`src/hw/cad_pkg.sv`:
```
// package for the cpu arithmetic datapath: register map, fields, codes, state
// assumes a 32-bit ahb-lite register bus and a single 40 MHz core clock
package cad_pkg;

  // register byte offsets
  localparam logic [7:0] OFS_STATUS  = 8'h00;
  localparam logic [7:0] OFS_CONTROL = 8'h04;
  localparam logic [7:0] OFS_OPA     = 8'h08;
  localparam logic [7:0] OFS_OPB     = 8'h0C;
  localparam logic [7:0] OFS_CMD     = 8'h10;
  localparam logic [7:0] OFS_RESULT  = 8'h14;
  localparam logic [7:0] OFS_RES_HI  = 8'h18;
  localparam logic [7:0] OFS_QUOT    = 8'h1C;
  localparam logic [7:0] OFS_REM     = 8'h20;
  localparam logic [7:0] OFS_DIV_HI  = 8'h24;
  localparam logic [7:0] OFS_MISC    = 8'h28;
  localparam logic [7:0] OFS_PADDR   = 8'h2C;

  // status field positions
  localparam int SR_C   = 0;
  localparam int SR_Z   = 1;
  localparam int SR_OV  = 2;
  localparam int SR_N   = 3;
  localparam int SR_RA  = 4;
  localparam int SR_IPL = 5;
  localparam int SR_DC  = 8;
  // control field positions
  localparam int CC_PSV  = 2;
  localparam int CC_PRIORITY_HIGH_BIT = 3;
  // misc field positions
  localparam int MI_NEST  = 0;
  localparam int MI_HOLD  = 1;
  localparam int MI_TBLOP = 2;
  localparam int MI_PAGE  = 8;
  localparam int PA_OK    = 24;
  // command field positions
  localparam int CM_BYTE = 4;
  localparam int CM_MODE = 5;

  // reset values
  localparam logic [15:0] RST_WORD = 16'h0000;
  localparam logic [2:0]  RST_IPL  = 3'h0;

  // divider timing: prep cycle, one per divisor bit, fixup and writeback
  localparam int          DIV_BITS   = 16;
  localparam logic [4:0]  DIV_CYCLES = 5'h13;
  localparam logic [4:0]  DIV_LAST_I = 5'h11;

  // operation codes
  typedef enum logic [3:0] {
    OP_ADD = 4'h0, OP_SUB = 4'h1, OP_AND = 4'h2, OP_IOR = 4'h3, OP_XOR = 4'h4,
    OP_ASR = 4'h5, OP_LSR = 4'h6, OP_SL  = 4'h7, OP_MUL = 4'h8, OP_DIV = 4'h9
  } cad_op_e;

  // multiplier modes
  localparam logic [2:0] MM_SS = 3'h0;
  localparam logic [2:0] MM_UU = 3'h1;
  localparam logic [2:0] MM_SU = 3'h2;
  localparam logic [2:0] MM_US = 3'h3;
  localparam logic [2:0] MM_SL = 3'h4;
  localparam logic [2:0] MM_UL = 3'h5;
  localparam logic [2:0] MM_U8 = 3'h6;

  typedef enum logic [3:0] {
    DV_IDLE = 4'b0001, DV_PREP = 4'b0010, DV_ITER = 4'b0100, DV_DONE = 4'b1000
  } cad_div_e;

  // status flag group
  typedef struct packed {
    logic       dc;
    logic [2:0] ipl;
    logic       ra;
    logic       n;
    logic       ov;
    logic       z;
    logic       c;
  } cad_flags_s;

  // whole module state
  typedef struct packed {
    logic        ready;
    logic [31:0] rdata;
    logic        rd_pend;
    logic [7:0]  rd_addr;
    logic        wr_pend;
    logic [7:0]  wr_addr;
    cad_flags_s  sr;
    logic        priority_high_bit;
    logic        program_window_enable;
    logic [3:0]  prio;
    logic        usr_dis;
    logic [15:0] opa;
    logic [15:0] opb;
    logic [15:0] div_hi;
    logic [15:0] result;
    logic [15:0] res_hi;
    logic [15:0] quot;
    logic [15:0] rem;
    logic        nest_dis;
    logic        div_hold;
    logic        tbl_op;
    logic [7:0]  page;
    logic [23:0] paddr;
    logic        addr_ok;
    logic        loop_m;
    logic        loop_s;
    logic        ph_m;
    logic        ph_s;
    cad_div_e    dv_st;
    logic [4:0]  dv_cnt;
    logic [16:0] dv_rem;
    logic [15:0] dv_dvd;
    logic [15:0] dv_dsr;
    logic        dv_neg_q;
    logic        dv_neg_r;
  } cad_state_s;

endpackage

```
`src/hw/cad_datapath.sv`:
```
// cpu arithmetic datapath: alu, flags, multiplier, divider, shifter, control
// assumes one ahb-lite master, a synchronous active-low reset and 40 MHz clock
//
// Summary of operation
// - half-carry flag takes carry out of bit 3 (byte) or bit 7 (word)
// - status bits 7..5 hold binary cpu priority level 0 to 7
// - nesting disable makes the priority status bits read-only
// - priority high bit joins the three status bits into a four-bit level
// - loop busy flag follows the hardware repeat loop; read-only
// - negative flag set for negative results, cleared for zero or positive
// - signed wrap flag set on two's-complement overflow, else cleared
// - zero flag set by zero results, cleared by nonzero results
// - carry flag set on carry out of the result's top bit
// - subtract carry and half-carry are inverted borrows
// - priority high bit: hardware only sets, software only clears, resets 0
// - program window enable is read/write and resets 0
// - unimplemented status and control bits always read zero
// - 16-bit alu: add, subtract, shifts, logic; two's complement
// - alu add, subtract and logic work in byte or word size, shifts in word size only; operands and results in registers
// - 17x17 multiplier: signed, unsigned, mixed, literal and 8x8 modes
// - divider handles signed and unsigned 32/16 and 16/16 division
// - quotient to the quotient register, remainder to the remainder register
// - divider iterates one cycle per divisor bit for both dividend sizes
// - every divide takes 19 cycles and may pause at any cycle boundary
// - shifter does arithmetic right, logical right or left shift up to 15
// - multi-bit shifts use registers only, never memory
// - program addresses are 24 bits; user access limited to lower half
// - table access reaches configuration space only with table page bit 7 set
//
// The address map and register access over AHB-Lite were decided locally.
`timescale 1ns/10ps
`default_nettype none

module cad_datapath (
  // clock and reset
  input  wire logic        CLK,
  input  wire logic        NRST,
  // ahb-lite slave
  input  wire logic        HSEL,
  input  wire logic [31:0] HADDR,
  input  wire logic [1:0]  HTRANS,
  input  wire logic        HWRITE,
  input  wire logic [2:0]  HSIZE,
  input  wire logic [31:0] HWDATA,
  input  wire logic        HREADY,
  output logic      [31:0] HRDATA,
  output logic             HREADYOUT,
  output logic             HRESP,
  // core status from outside logic
  input  wire logic        LOOP_ACTIVE,
  input  wire logic        PRIO_HIGH_SET,
  // core status outputs
  output logic      [3:0]  PRIORITY_LEVEL,
  output logic             USER_IRQ_DISABLE,
  output logic             PROG_WINDOW_EN,
  output logic             DIV_BUSY,
  output logic             PROG_ADDR_OK
);

  // add or subtract with carry, digit carry and overflow; returns {c,dc,ov,res}
  function automatic logic [18:0] add_sub(input logic [15:0] a, input logic [15:0] b,
                                          input logic sub, input logic byte_op);
    logic [15:0] bb;
    logic [16:0] s16;
    logic [8:0]  s8;
    logic [4:0]  s4;
    logic        cin;
    logic        c;
    logic        dc;
    logic        ov;
    logic [15:0] res;
    bb  = sub ? ~b : b;
    cin = sub;
    s16 = {1'b0, a} + {1'b0, bb} + {16'h0000, cin};
    s8  = {1'b0, a[7:0]} + {1'b0, bb[7:0]} + {8'h00, cin};
    s4  = {1'b0, a[3:0]} + {1'b0, bb[3:0]} + {4'h0, cin};
    if (byte_op) begin
      res = {a[15:8], s8[7:0]};
      c   = s8[8];
      dc  = s4[4];
      ov  = (a[7] == bb[7]) && (s8[7] != a[7]);
    end else begin
      res = s16[15:0];
      c   = s16[16];
      dc  = s8[8];
      ov  = (a[15] == bb[15]) && (s16[15] != a[15]);
    end
    return {c, dc, ov, res};
  endfunction

  // two's-complement magnitude of a 32-bit value
  function automatic logic [31:0] mag32(input logic [31:0] v, input logic neg);
    return neg ? 32'(~v + 32'h0000_0001) : v;
  endfunction

  cad_pkg::cad_state_s st_q;
  cad_pkg::cad_state_s st_d;

  // combinational helpers
  logic [7:0]  acc_addr;
  logic        acc_ok;
  logic [15:0] wd;
  logic        cmd_go;
  logic [3:0]  cmd_op;
  logic        cmd_byte;
  logic [2:0]  cmd_mode;
  logic [18:0] as_out;
  logic [15:0] lres;
  logic [16:0] ma;
  logic [16:0] mb;
  logic [33:0] prod;
  logic [31:0] dv_full;
  logic        dv_sgn;
  logic        dv_dsgn;
  logic [31:0] dv_mag;
  logic [16:0] dv_try;
  logic [31:0] rd_mux;
  logic        bytew;

  // bus address phase qualifier
  assign acc_ok   = HSEL && HREADY && HTRANS[1];
  assign acc_addr = (HADDR[31:8] == 24'h000000) ? HADDR[7:0] : 8'hFF;
  assign wd       = HWDATA[15:0];
  assign cmd_go   = st_q.wr_pend && (st_q.wr_addr == cad_pkg::OFS_CMD);
  assign cmd_op   = wd[3:0];
  assign cmd_byte = wd[cad_pkg::CM_BYTE];
  assign cmd_mode = wd[cad_pkg::CM_MODE +: 3];

  // shared adder for add and subtract
  assign as_out = add_sub(st_q.opa, st_q.opb, cmd_op == cad_pkg::OP_SUB, cmd_byte);

  // multiplier operand extension into the 17x17 array
  always_comb begin
    unique case (cmd_mode)
      cad_pkg::MM_SS: begin
        ma = {st_q.opa[15], st_q.opa};
        mb = {st_q.opb[15], st_q.opb};
      end
      cad_pkg::MM_UU: begin
        ma = {1'b0, st_q.opa};
        mb = {1'b0, st_q.opb};
      end
      cad_pkg::MM_SU: begin
        ma = {st_q.opa[15], st_q.opa};
        mb = {1'b0, st_q.opb};
      end
      cad_pkg::MM_US: begin
        ma = {1'b0, st_q.opa};
        mb = {st_q.opb[15], st_q.opb};
      end
      cad_pkg::MM_SL: begin
        ma = {st_q.opa[15], st_q.opa};
        mb = {12'h000, st_q.opb[4:0]};
      end
      cad_pkg::MM_UL: begin
        ma = {1'b0, st_q.opa};
        mb = {12'h000, st_q.opb[4:0]};
      end
      cad_pkg::MM_U8: begin
        ma = {9'h000, st_q.opa[7:0]};
        mb = {9'h000, st_q.opb[7:0]};
      end
      default: begin
        ma = {1'b0, st_q.opa};
        mb = {1'b0, st_q.opb};
      end
    endcase
  end
  assign prod = 34'($signed(ma) * $signed(mb));

  // divider operand preparation
  assign bytew   = st_q.opa[15];
  assign dv_full = cmd_mode[1] ? {st_q.div_hi, st_q.opa}
                 : (cmd_mode[0] ? {{16{bytew}}, st_q.opa} : {16'h0000, st_q.opa});
  assign dv_sgn  = cmd_mode[0] && dv_full[31];
  assign dv_dsgn = cmd_mode[0] && st_q.opb[15];
  assign dv_mag  = mag32(dv_full, dv_sgn);
  assign dv_try  = {st_q.dv_rem[15:0], st_q.dv_dvd[15]};

  // register read multiplexer
  always_comb begin
    rd_mux = 32'h0000_0000;
    unique case (st_q.rd_addr)
      cad_pkg::OFS_STATUS:  rd_mux = {23'h000000, st_q.sr};
      cad_pkg::OFS_CONTROL: rd_mux = {28'h0000000, st_q.priority_high_bit, st_q.program_window_enable, 2'b00};
      cad_pkg::OFS_OPA:     rd_mux = {16'h0000, st_q.opa};
      cad_pkg::OFS_OPB:     rd_mux = {16'h0000, st_q.opb};
      cad_pkg::OFS_RESULT:  rd_mux = {16'h0000, st_q.result};
      cad_pkg::OFS_RES_HI:  rd_mux = {16'h0000, st_q.res_hi};
      cad_pkg::OFS_QUOT:    rd_mux = {16'h0000, st_q.quot};
      cad_pkg::OFS_REM:     rd_mux = {16'h0000, st_q.rem};
      cad_pkg::OFS_DIV_HI:  rd_mux = {16'h0000, st_q.div_hi};
      cad_pkg::OFS_MISC:    rd_mux = {16'h0000, st_q.page, 4'h0, st_q.dv_st != cad_pkg::DV_IDLE,
                                      st_q.tbl_op, st_q.div_hold, st_q.nest_dis};
      cad_pkg::OFS_PADDR:   rd_mux = {7'h00, st_q.addr_ok, st_q.paddr};
      default:              rd_mux = 32'h0000_0000;
    endcase
  end

  // next-state logic for the whole block
  always_comb begin
    st_d = st_q;
    lres = st_q.opa;

    // input synchronisers
    st_d.loop_m = LOOP_ACTIVE;
    st_d.loop_s = st_q.loop_m;
    st_d.ph_m   = PRIO_HIGH_SET;
    st_d.ph_s   = st_q.ph_m;

    // bus: reads take one wait state so data come from settled registers
    st_d.wr_pend = acc_ok && HWRITE;
    st_d.rd_pend = acc_ok && !HWRITE;
    if (acc_ok) begin
      st_d.wr_addr = acc_addr;
      st_d.rd_addr = acc_addr;
    end
    st_d.ready = !(acc_ok && !HWRITE);
    if (st_q.rd_pend) begin
      st_d.rdata = rd_mux;
      st_d.ready = 1'b1;
    end

    // software register writes
    if (st_q.wr_pend) begin
      unique case (st_q.wr_addr)
        cad_pkg::OFS_STATUS: begin
          st_d.sr.dc = wd[cad_pkg::SR_DC];
          st_d.sr.n  = wd[cad_pkg::SR_N];
          st_d.sr.ov = wd[cad_pkg::SR_OV];
          st_d.sr.z  = wd[cad_pkg::SR_Z];
          st_d.sr.c  = wd[cad_pkg::SR_C];
          if (!st_q.nest_dis) begin
            st_d.sr.ipl = wd[cad_pkg::SR_IPL +: 3];
          end
        end
        cad_pkg::OFS_CONTROL: begin
          st_d.program_window_enable = wd[cad_pkg::CC_PSV];
          if (!wd[cad_pkg::CC_PRIORITY_HIGH_BIT]) begin
            st_d.priority_high_bit = 1'b0;
          end
        end
        cad_pkg::OFS_OPA:    st_d.opa    = wd;
        cad_pkg::OFS_OPB:    st_d.opb    = wd;
        cad_pkg::OFS_DIV_HI: st_d.div_hi = wd;
        cad_pkg::OFS_MISC: begin
          st_d.nest_dis = wd[cad_pkg::MI_NEST];
          st_d.div_hold = wd[cad_pkg::MI_HOLD];
          st_d.tbl_op   = wd[cad_pkg::MI_TBLOP];
          st_d.page     = wd[cad_pkg::MI_PAGE +: 8];
        end
        cad_pkg::OFS_PADDR:  st_d.paddr  = HWDATA[23:0];
        default: begin
        end
      endcase
    end

    // command execution: result and flags commit on the same edge
    if (cmd_go) begin
      unique case (cmd_op)
        cad_pkg::OP_ADD, cad_pkg::OP_SUB: begin
          lres       = as_out[15:0];
          st_d.sr.c  = as_out[18];
          st_d.sr.dc = as_out[17];
          st_d.sr.ov = as_out[16];
        end
        cad_pkg::OP_AND: lres = st_q.opa & st_q.opb;
        cad_pkg::OP_IOR: lres = st_q.opa | st_q.opb;
        cad_pkg::OP_XOR: lres = st_q.opa ^ st_q.opb;
        // register-held operand in, register result out
        cad_pkg::OP_ASR: lres = 16'($signed(st_q.opa) >>> st_q.opb[3:0]);
        cad_pkg::OP_LSR: lres = st_q.opa >> st_q.opb[3:0];
        cad_pkg::OP_SL:  lres = 16'(st_q.opa << st_q.opb[3:0]);
        default:         lres = st_q.opa;
      endcase
      if (cmd_op <= cad_pkg::OP_XOR && cmd_byte) begin
        lres = {st_q.opa[15:8], lres[7:0]};
      end
      if (cmd_op == cad_pkg::OP_MUL) begin
        st_d.result = prod[15:0];
        st_d.res_hi = prod[31:16];
      end else if (cmd_op == cad_pkg::OP_DIV) begin
        if (st_q.dv_st == cad_pkg::DV_IDLE) begin
          st_d.dv_st    = cad_pkg::DV_PREP;
          st_d.dv_cnt   = 5'h01;
          st_d.dv_rem   = {1'b0, dv_mag[31:16]};
          st_d.dv_dvd   = dv_mag[15:0];
          st_d.dv_dsr   = dv_dsgn ? 16'(~st_q.opb + 16'h0001) : st_q.opb;
          st_d.dv_neg_q = dv_sgn ^ dv_dsgn;
          st_d.dv_neg_r = dv_sgn;
        end
      end else begin
        st_d.result = lres;
        st_d.sr.n   = cmd_byte && cmd_op <= cad_pkg::OP_XOR ? lres[7] : lres[15];
        if (cmd_byte && cmd_op <= cad_pkg::OP_XOR) begin
          st_d.sr.z = (lres[7:0] == 8'h00);
        end else begin
          st_d.sr.z = (lres == 16'h0000);
        end
      end
    end

    // divider, paused while the hold bit is set
    if (!st_q.div_hold) begin
      unique case (st_q.dv_st)
        cad_pkg::DV_IDLE: begin
        end
        cad_pkg::DV_PREP: begin
          st_d.dv_st  = cad_pkg::DV_ITER;
          st_d.dv_cnt = 5'(st_q.dv_cnt + 5'h01);
        end
        cad_pkg::DV_ITER: begin
          // one restoring step per divisor bit
          if (dv_try >= {1'b0, st_q.dv_dsr}) begin
            st_d.dv_rem = 17'(dv_try - {1'b0, st_q.dv_dsr});
            st_d.dv_dvd = {st_q.dv_dvd[14:0], 1'b1};
          end else begin
            st_d.dv_rem = dv_try;
            st_d.dv_dvd = {st_q.dv_dvd[14:0], 1'b0};
          end
          st_d.dv_cnt = 5'(st_q.dv_cnt + 5'h01);
          if (st_q.dv_cnt == cad_pkg::DIV_LAST_I) begin
            st_d.dv_st = cad_pkg::DV_DONE;
          end
        end
        cad_pkg::DV_DONE: begin
          st_d.dv_cnt = 5'(st_q.dv_cnt + 5'h01);
          if (st_q.dv_cnt == 5'(cad_pkg::DIV_CYCLES - 5'h01)) begin
            // sign fixup in the first done cycle
            st_d.dv_dvd = st_q.dv_neg_q ? 16'(~st_q.dv_dvd + 16'h0001) : st_q.dv_dvd;
            st_d.dv_rem = st_q.dv_neg_r ? 17'(~st_q.dv_rem + 17'h00001) : st_q.dv_rem;
          end else begin
            st_d.quot  = st_q.dv_dvd;
            st_d.rem   = st_q.dv_rem[15:0];
            st_d.dv_st = cad_pkg::DV_IDLE;
          end
        end
        default: st_d.dv_st = cad_pkg::DV_IDLE;
      endcase
    end

    // hardware-owned status
    st_d.sr.ra = st_q.loop_s;
    if (st_q.ph_s) begin
      st_d.priority_high_bit = 1'b1;
    end

    // derived outputs
    st_d.prio    = {st_d.priority_high_bit, st_d.sr.ipl};
    st_d.usr_dis = st_d.priority_high_bit || (st_d.sr.ipl == 3'h7);
    st_d.addr_ok = !st_d.paddr[23] || (st_d.tbl_op && st_d.page[7]);
  end

  // state register with synchronous reset
  always_ff @(posedge CLK) begin
    if (!NRST) begin
      st_q          <= '0;
      st_q.ready    <= 1'b1;
      st_q.sr.ipl   <= cad_pkg::RST_IPL;
      st_q.opa      <= cad_pkg::RST_WORD;
      st_q.dv_st    <= cad_pkg::DV_IDLE;
      st_q.addr_ok  <= 1'b1;
    end else begin
      st_q <= st_d;
    end
  end

  // outputs straight from the state register, HRESP tied low
  assign HRDATA           = st_q.rdata;
  assign HREADYOUT        = st_q.ready;
  assign HRESP            = 1'b0;
  assign PRIORITY_LEVEL   = st_q.prio;
  assign USER_IRQ_DISABLE = st_q.usr_dis;
  assign PROG_WINDOW_EN   = st_q.program_window_enable;
  assign DIV_BUSY         = st_q.dv_st != cad_pkg::DV_IDLE;
  assign PROG_ADDR_OK     = st_q.addr_ok;

endmodule

`default_nettype wire

```
`config.mk`:
```
export PLATFORM = sky130hd
export DESIGN_NAME = cad_datapath
export DESIGN_NICKNAME = d
export VERILOG_FILES = /design/src/hw/cad_pkg.sv /design/src/hw/cad_datapath.sv
export SDC_FILE = /design/constraint.sdc
export NUM_CORES = 2
export LEC_CHECK = 0
export BUFFER_PORTS_ARGS = -buffer_cell sky130_fd_sc_hd__buf_2
export CAP_MARGIN = 10
export CORE_MARGIN = 1
export CORE_UTILIZATION = 50
export CTS_BUF_LIST = sky130_fd_sc_hd__clkbuf_8
export DETAILED_ROUTE_END_ITERATION = 16
export GPL_ROUTABILITY_DRIVEN = 0
export PLACE_DENSITY_LB_ADDON = 0.15
export SLEW_MARGIN = 20
export SYNTH_ARGS = -nofsm -noshare
export SYNTH_HDL_FRONTEND = slang
export SYNTH_SLANG_ARGS = --single-unit
```
`constraint.sdc`:
```
create_clock -name CLK -period 14.3 [get_ports CLK]
set_clock_uncertainty 0.05 [all_clocks]
set_input_delay 3.575 -clock CLK [delete_from_list [all_inputs] [get_ports CLK]]
set_output_delay 3.575 -clock CLK [all_outputs]
set_load 0.05 [all_outputs]
```
==> reports/metrics.cfg <==
[run_status]
outcome = finished clean

[drt]
drt_iter0_markers = 3649
first_pass_iters = 12
antenna_left = 0
viasPerCell = 6.29
wirelength_um = 103000
vias = 27103
drc = 0
routedWlPerCell_um = 24.0

[worst_setup_path]
timing.rr.start = st_q[191]$_SDFFE_PN0P_
cpPeakStageDelay_ns = 0.59
cp-end-kind = flip-flop
cp_cell_sequence = buf_2, or2_2, and2_1, nand2_1, fa_1, fa_1, fa_1, fa_1, inv_1, fa_1, inv_1, fa_1, inv_1, ha_1, and3_1, a221oi_1, a21bo_2, o2111ai_1, a31o_1, a21oi_1, o21ai_1, mux2i_1, a311o_1
r2r_end = st_q[146]$_SDFFE_PN0P_
crit_path_top_delay_cell = and2_1
critPathMaxFanout = 23
reg2reg_depth = 22
reg2reg_slack_ns = 6.72
worstPathRequired_ns = 14.73
critPathKind = primary input to flip-flop
crit_path_frequent_cell = fa_1
start_kind = primary input
cp.arrival_ns = 11.10

[sta]
slew_violations = 0
fin_crit_ns = 10.67
worstMarginPinSlew_ns = 1.15
setup_viol = 0
final.setup.tns_ns = 0
grt_setup_unrepaired = no
max_freq_mhz = 93.7
maxSlewHeadroom_pct = 23.4
period_share_pct = 74.6
hold_viol_final = 0

[cts]
post_cts_buffers = 0
cts_root_buf = clkbuf_8
holdBufCountCts = 0
clk_latency_ns = 0.61
clk_pin_slew_ns = 0.06
cts_inserted_buffers = 44
cts_resized = 0
cts_buffer_depth = 3
cts_tree = built
htree_num_levels = 2
cts.sinks = 259

[global_route]
grt_pass1_wl_um = 158000
grt_pass1_vias = 26495
gr-usage-all-layers_pct = 36.0
grt_max_degree = 86
grt_overflow = 0
grt_antenna_before_repair = 2

[hold_path]
hp-start = st_d[223]$_SDFF_PN0_
hold_class = flip-flop to flip-flop
whs_path_depth = 1
holdPathEnd = st_q[223]$_SDFF_PN0_

[cells_and_area]
n_fill_cell = 5472
diodes = 0
fin_util_pct = 53.4
layout.nets = 4035
layout_common_cells = 509 x nand2_1, 373 x inv_1, 358 x nor2_1
seqCellArea_um2 = 5190
multi_input_area_um2 = 20700
final_common_cell = nand2_1
drive_above_1_share_pct = 8.98
syn_to_final_growth_pct = 5.63

[synthesis]
async_reset_ff_share_pct = 0
synth.distinct_cells = 101
syn_area_um2 = 28400
synth_top_area_cell = fa_1
synth_top_area_share_pct = 20.0
ys_seq_area_share_pct = 18.2
avgSynthCellArea_um2 = 7.91
yosysWarnings = 0
synth_cells = 3595
synth_edf_count = 0
synthFlopType = dfxtp_1
synth_area_leaders = fa_1 20%, dfxtp_1 18%, ha_1 6.7%
synth_seq_cells = 259

[die]
rows = 87
start_util_pct = 50.5
die_h_um = 240
ios = 118
die_w_um = 240
core_um2 = 56300
die_area_um2 = 57800

[pwr]
power_density_nw_per_um2 = 50.1
irDropWorstVdd_mv = 0.0590
p_leak_nw = 12.6

[placement]
numPortBuffers = 97
dpl.hpwl_um = 75900

[flow_run]
cap_violations = 0

==> power breakdown <==
part	internal (mW)	switching, mW	total [mW]
registers	0.724	0.00339	0.728
clock network	0.339	0.331	0.670
logic	0.0285	0.0796	0.108
total	1.09	0.414	1.51
==> through the flow <==
| stage | cells | worst slack, ns | power [mW] | hold slack (ns) | instance area, um^2 |
|---|---|---|---|---|---|
| 3_3_place_gp | 4232 | 3.12 | 0.845 | 0.371 | 29100 |
| 3_5_place_dp | 4232 | 3.13 | 0.847 | 0.374 | 29200 |
| 6_report | 4308 | 3.63 | 1.51 | 0.386 | 30000 |
| 4_1_cts | 4308 | 3.76 | 1.50 | 0.388 | 30000 |
| 5_1_grt | 4308 | 3.41 | 1.55 | 0.404 | 30000 |
| 2_1_floorplan | 3602 | 3.92 | 0.810 | 0.362 | 28500 |
==> cell usage after synthesis, types with 7 or more instances <==
master and number:
nor2_1 363, o21bai_1 7, xor2_1 33, a311oi_1 10
a22o_1 21, mux4_2 17, nand3b_1 10, ha_1 153
a221oi_1 39, a21oi_1 278, a22oi_1 35, buf_1 20
nand3_1 76, inv_1 362, o221ai_1 7, o22ai_1 10
mux2i_1 45, a21o_1 36, nor4_1 23, o211ai_1 24
and2_1 34, or2_2 7, buf_4 39, o31ai_1 16
o21ai_0 120, fa_1 284, nand4_1 17, a222oi_1 18
o21a_1 12, mux2_2 19, and3_1 19, nor2b_1 21
o21ai_1 21, a211oi_1 41, nor3_1 41, dfxtp_1 259
buf_2 24, nand2b_1 12, nand2_1 509, xnor2_1 95
o32ai_1 11, clkbuf_1 202, a211o_1 7, a31oi_1 47
or3_1 24
==> per-layer routing <==
layer | track usage, % | up-vias | wire length (um)
li1 | - | 12002 | -
met1 | 47.5 | 13039 | 40100
met2 | 54.8 | 1708 | 45300
met3 | 7.68 | 352 | 11500
met4 | 19.7 | 2 | 6400
met5 | 0 | - | 19
==> cell families (layout without fill, tap and decap cells) <==
logic type               after synthesis  count (layout)  share of synthesized area (%)
flip-flops                           259             259                           18.2
multiplexers                          81              81                           3.68
buffers and inverters                657             607                           9.37
other                                  1               8                         0.0132
AND/OR/NAND/NOR                     1207            1207                           19.0
adder cells (fa/ha/maj)              437             437                           26.7
AO/OA/AOI/OAI                        825             825                           19.0
XOR/XNOR                             128             128                           3.94
==> flip-flops by register name, indices dropped and copies added, names as in the netlist <==
name / count
PROG_ADDR_OK: 1
dv_try: 17
PRIORITY_LEVEL: 1
HRDATA: 25
HREADYOUT: 1
PROG_WINDOW_EN: 1
st_q: 208
USER_IRQ_DISABLE: 1
bytew: 1
st_d: 3
==> final cells by class <==
cell class              instances  share of cell area [%]
multi-input cells            2686                    68.9
flip-flops and latches        259                    17.3
inverters                     369                    4.63
repair buffers                162                    3.24
well taps                     756                    3.15
clock buffers                  53                    2.43
clock inverters                23                   0.408
==> worst max-delay path by stage <==
stage	slack (ns)	end	depth (start not counted)	start
after detailed placement	3.13	st_q[145]$_SDFFE_PN0P_	23	HWDATA[5]
after global routing	3.41	st_q[145]$_SDFFE_PN0P_	23	HWDATA[5]
final	3.63	st_q[145]$_SDFFE_PN0P_	23	HWDATA[5]
after global placement	3.12	st_q[146]$_SDFFE_PN0P_	23	HWDATA[5]
after floorplan	3.92	st_q[145]$_SDFFE_PN0P_	27	HWDATA[6]
after CTS	3.76	st_q[145]$_SDFFE_PN0P_	23	HWDATA[5]
==> worst max-delay path, delay by kind of cell <==
kind	cells	cell delay, ns
and+or+nand+nor	4	1.50
muxes	1	0.10
buffers and inverters	4	0.67
adders and majority gates	7	3.40
AOI/OAI and AO/OA	7	1.84
No activity file was read; power rests on OpenSTA's default activity.
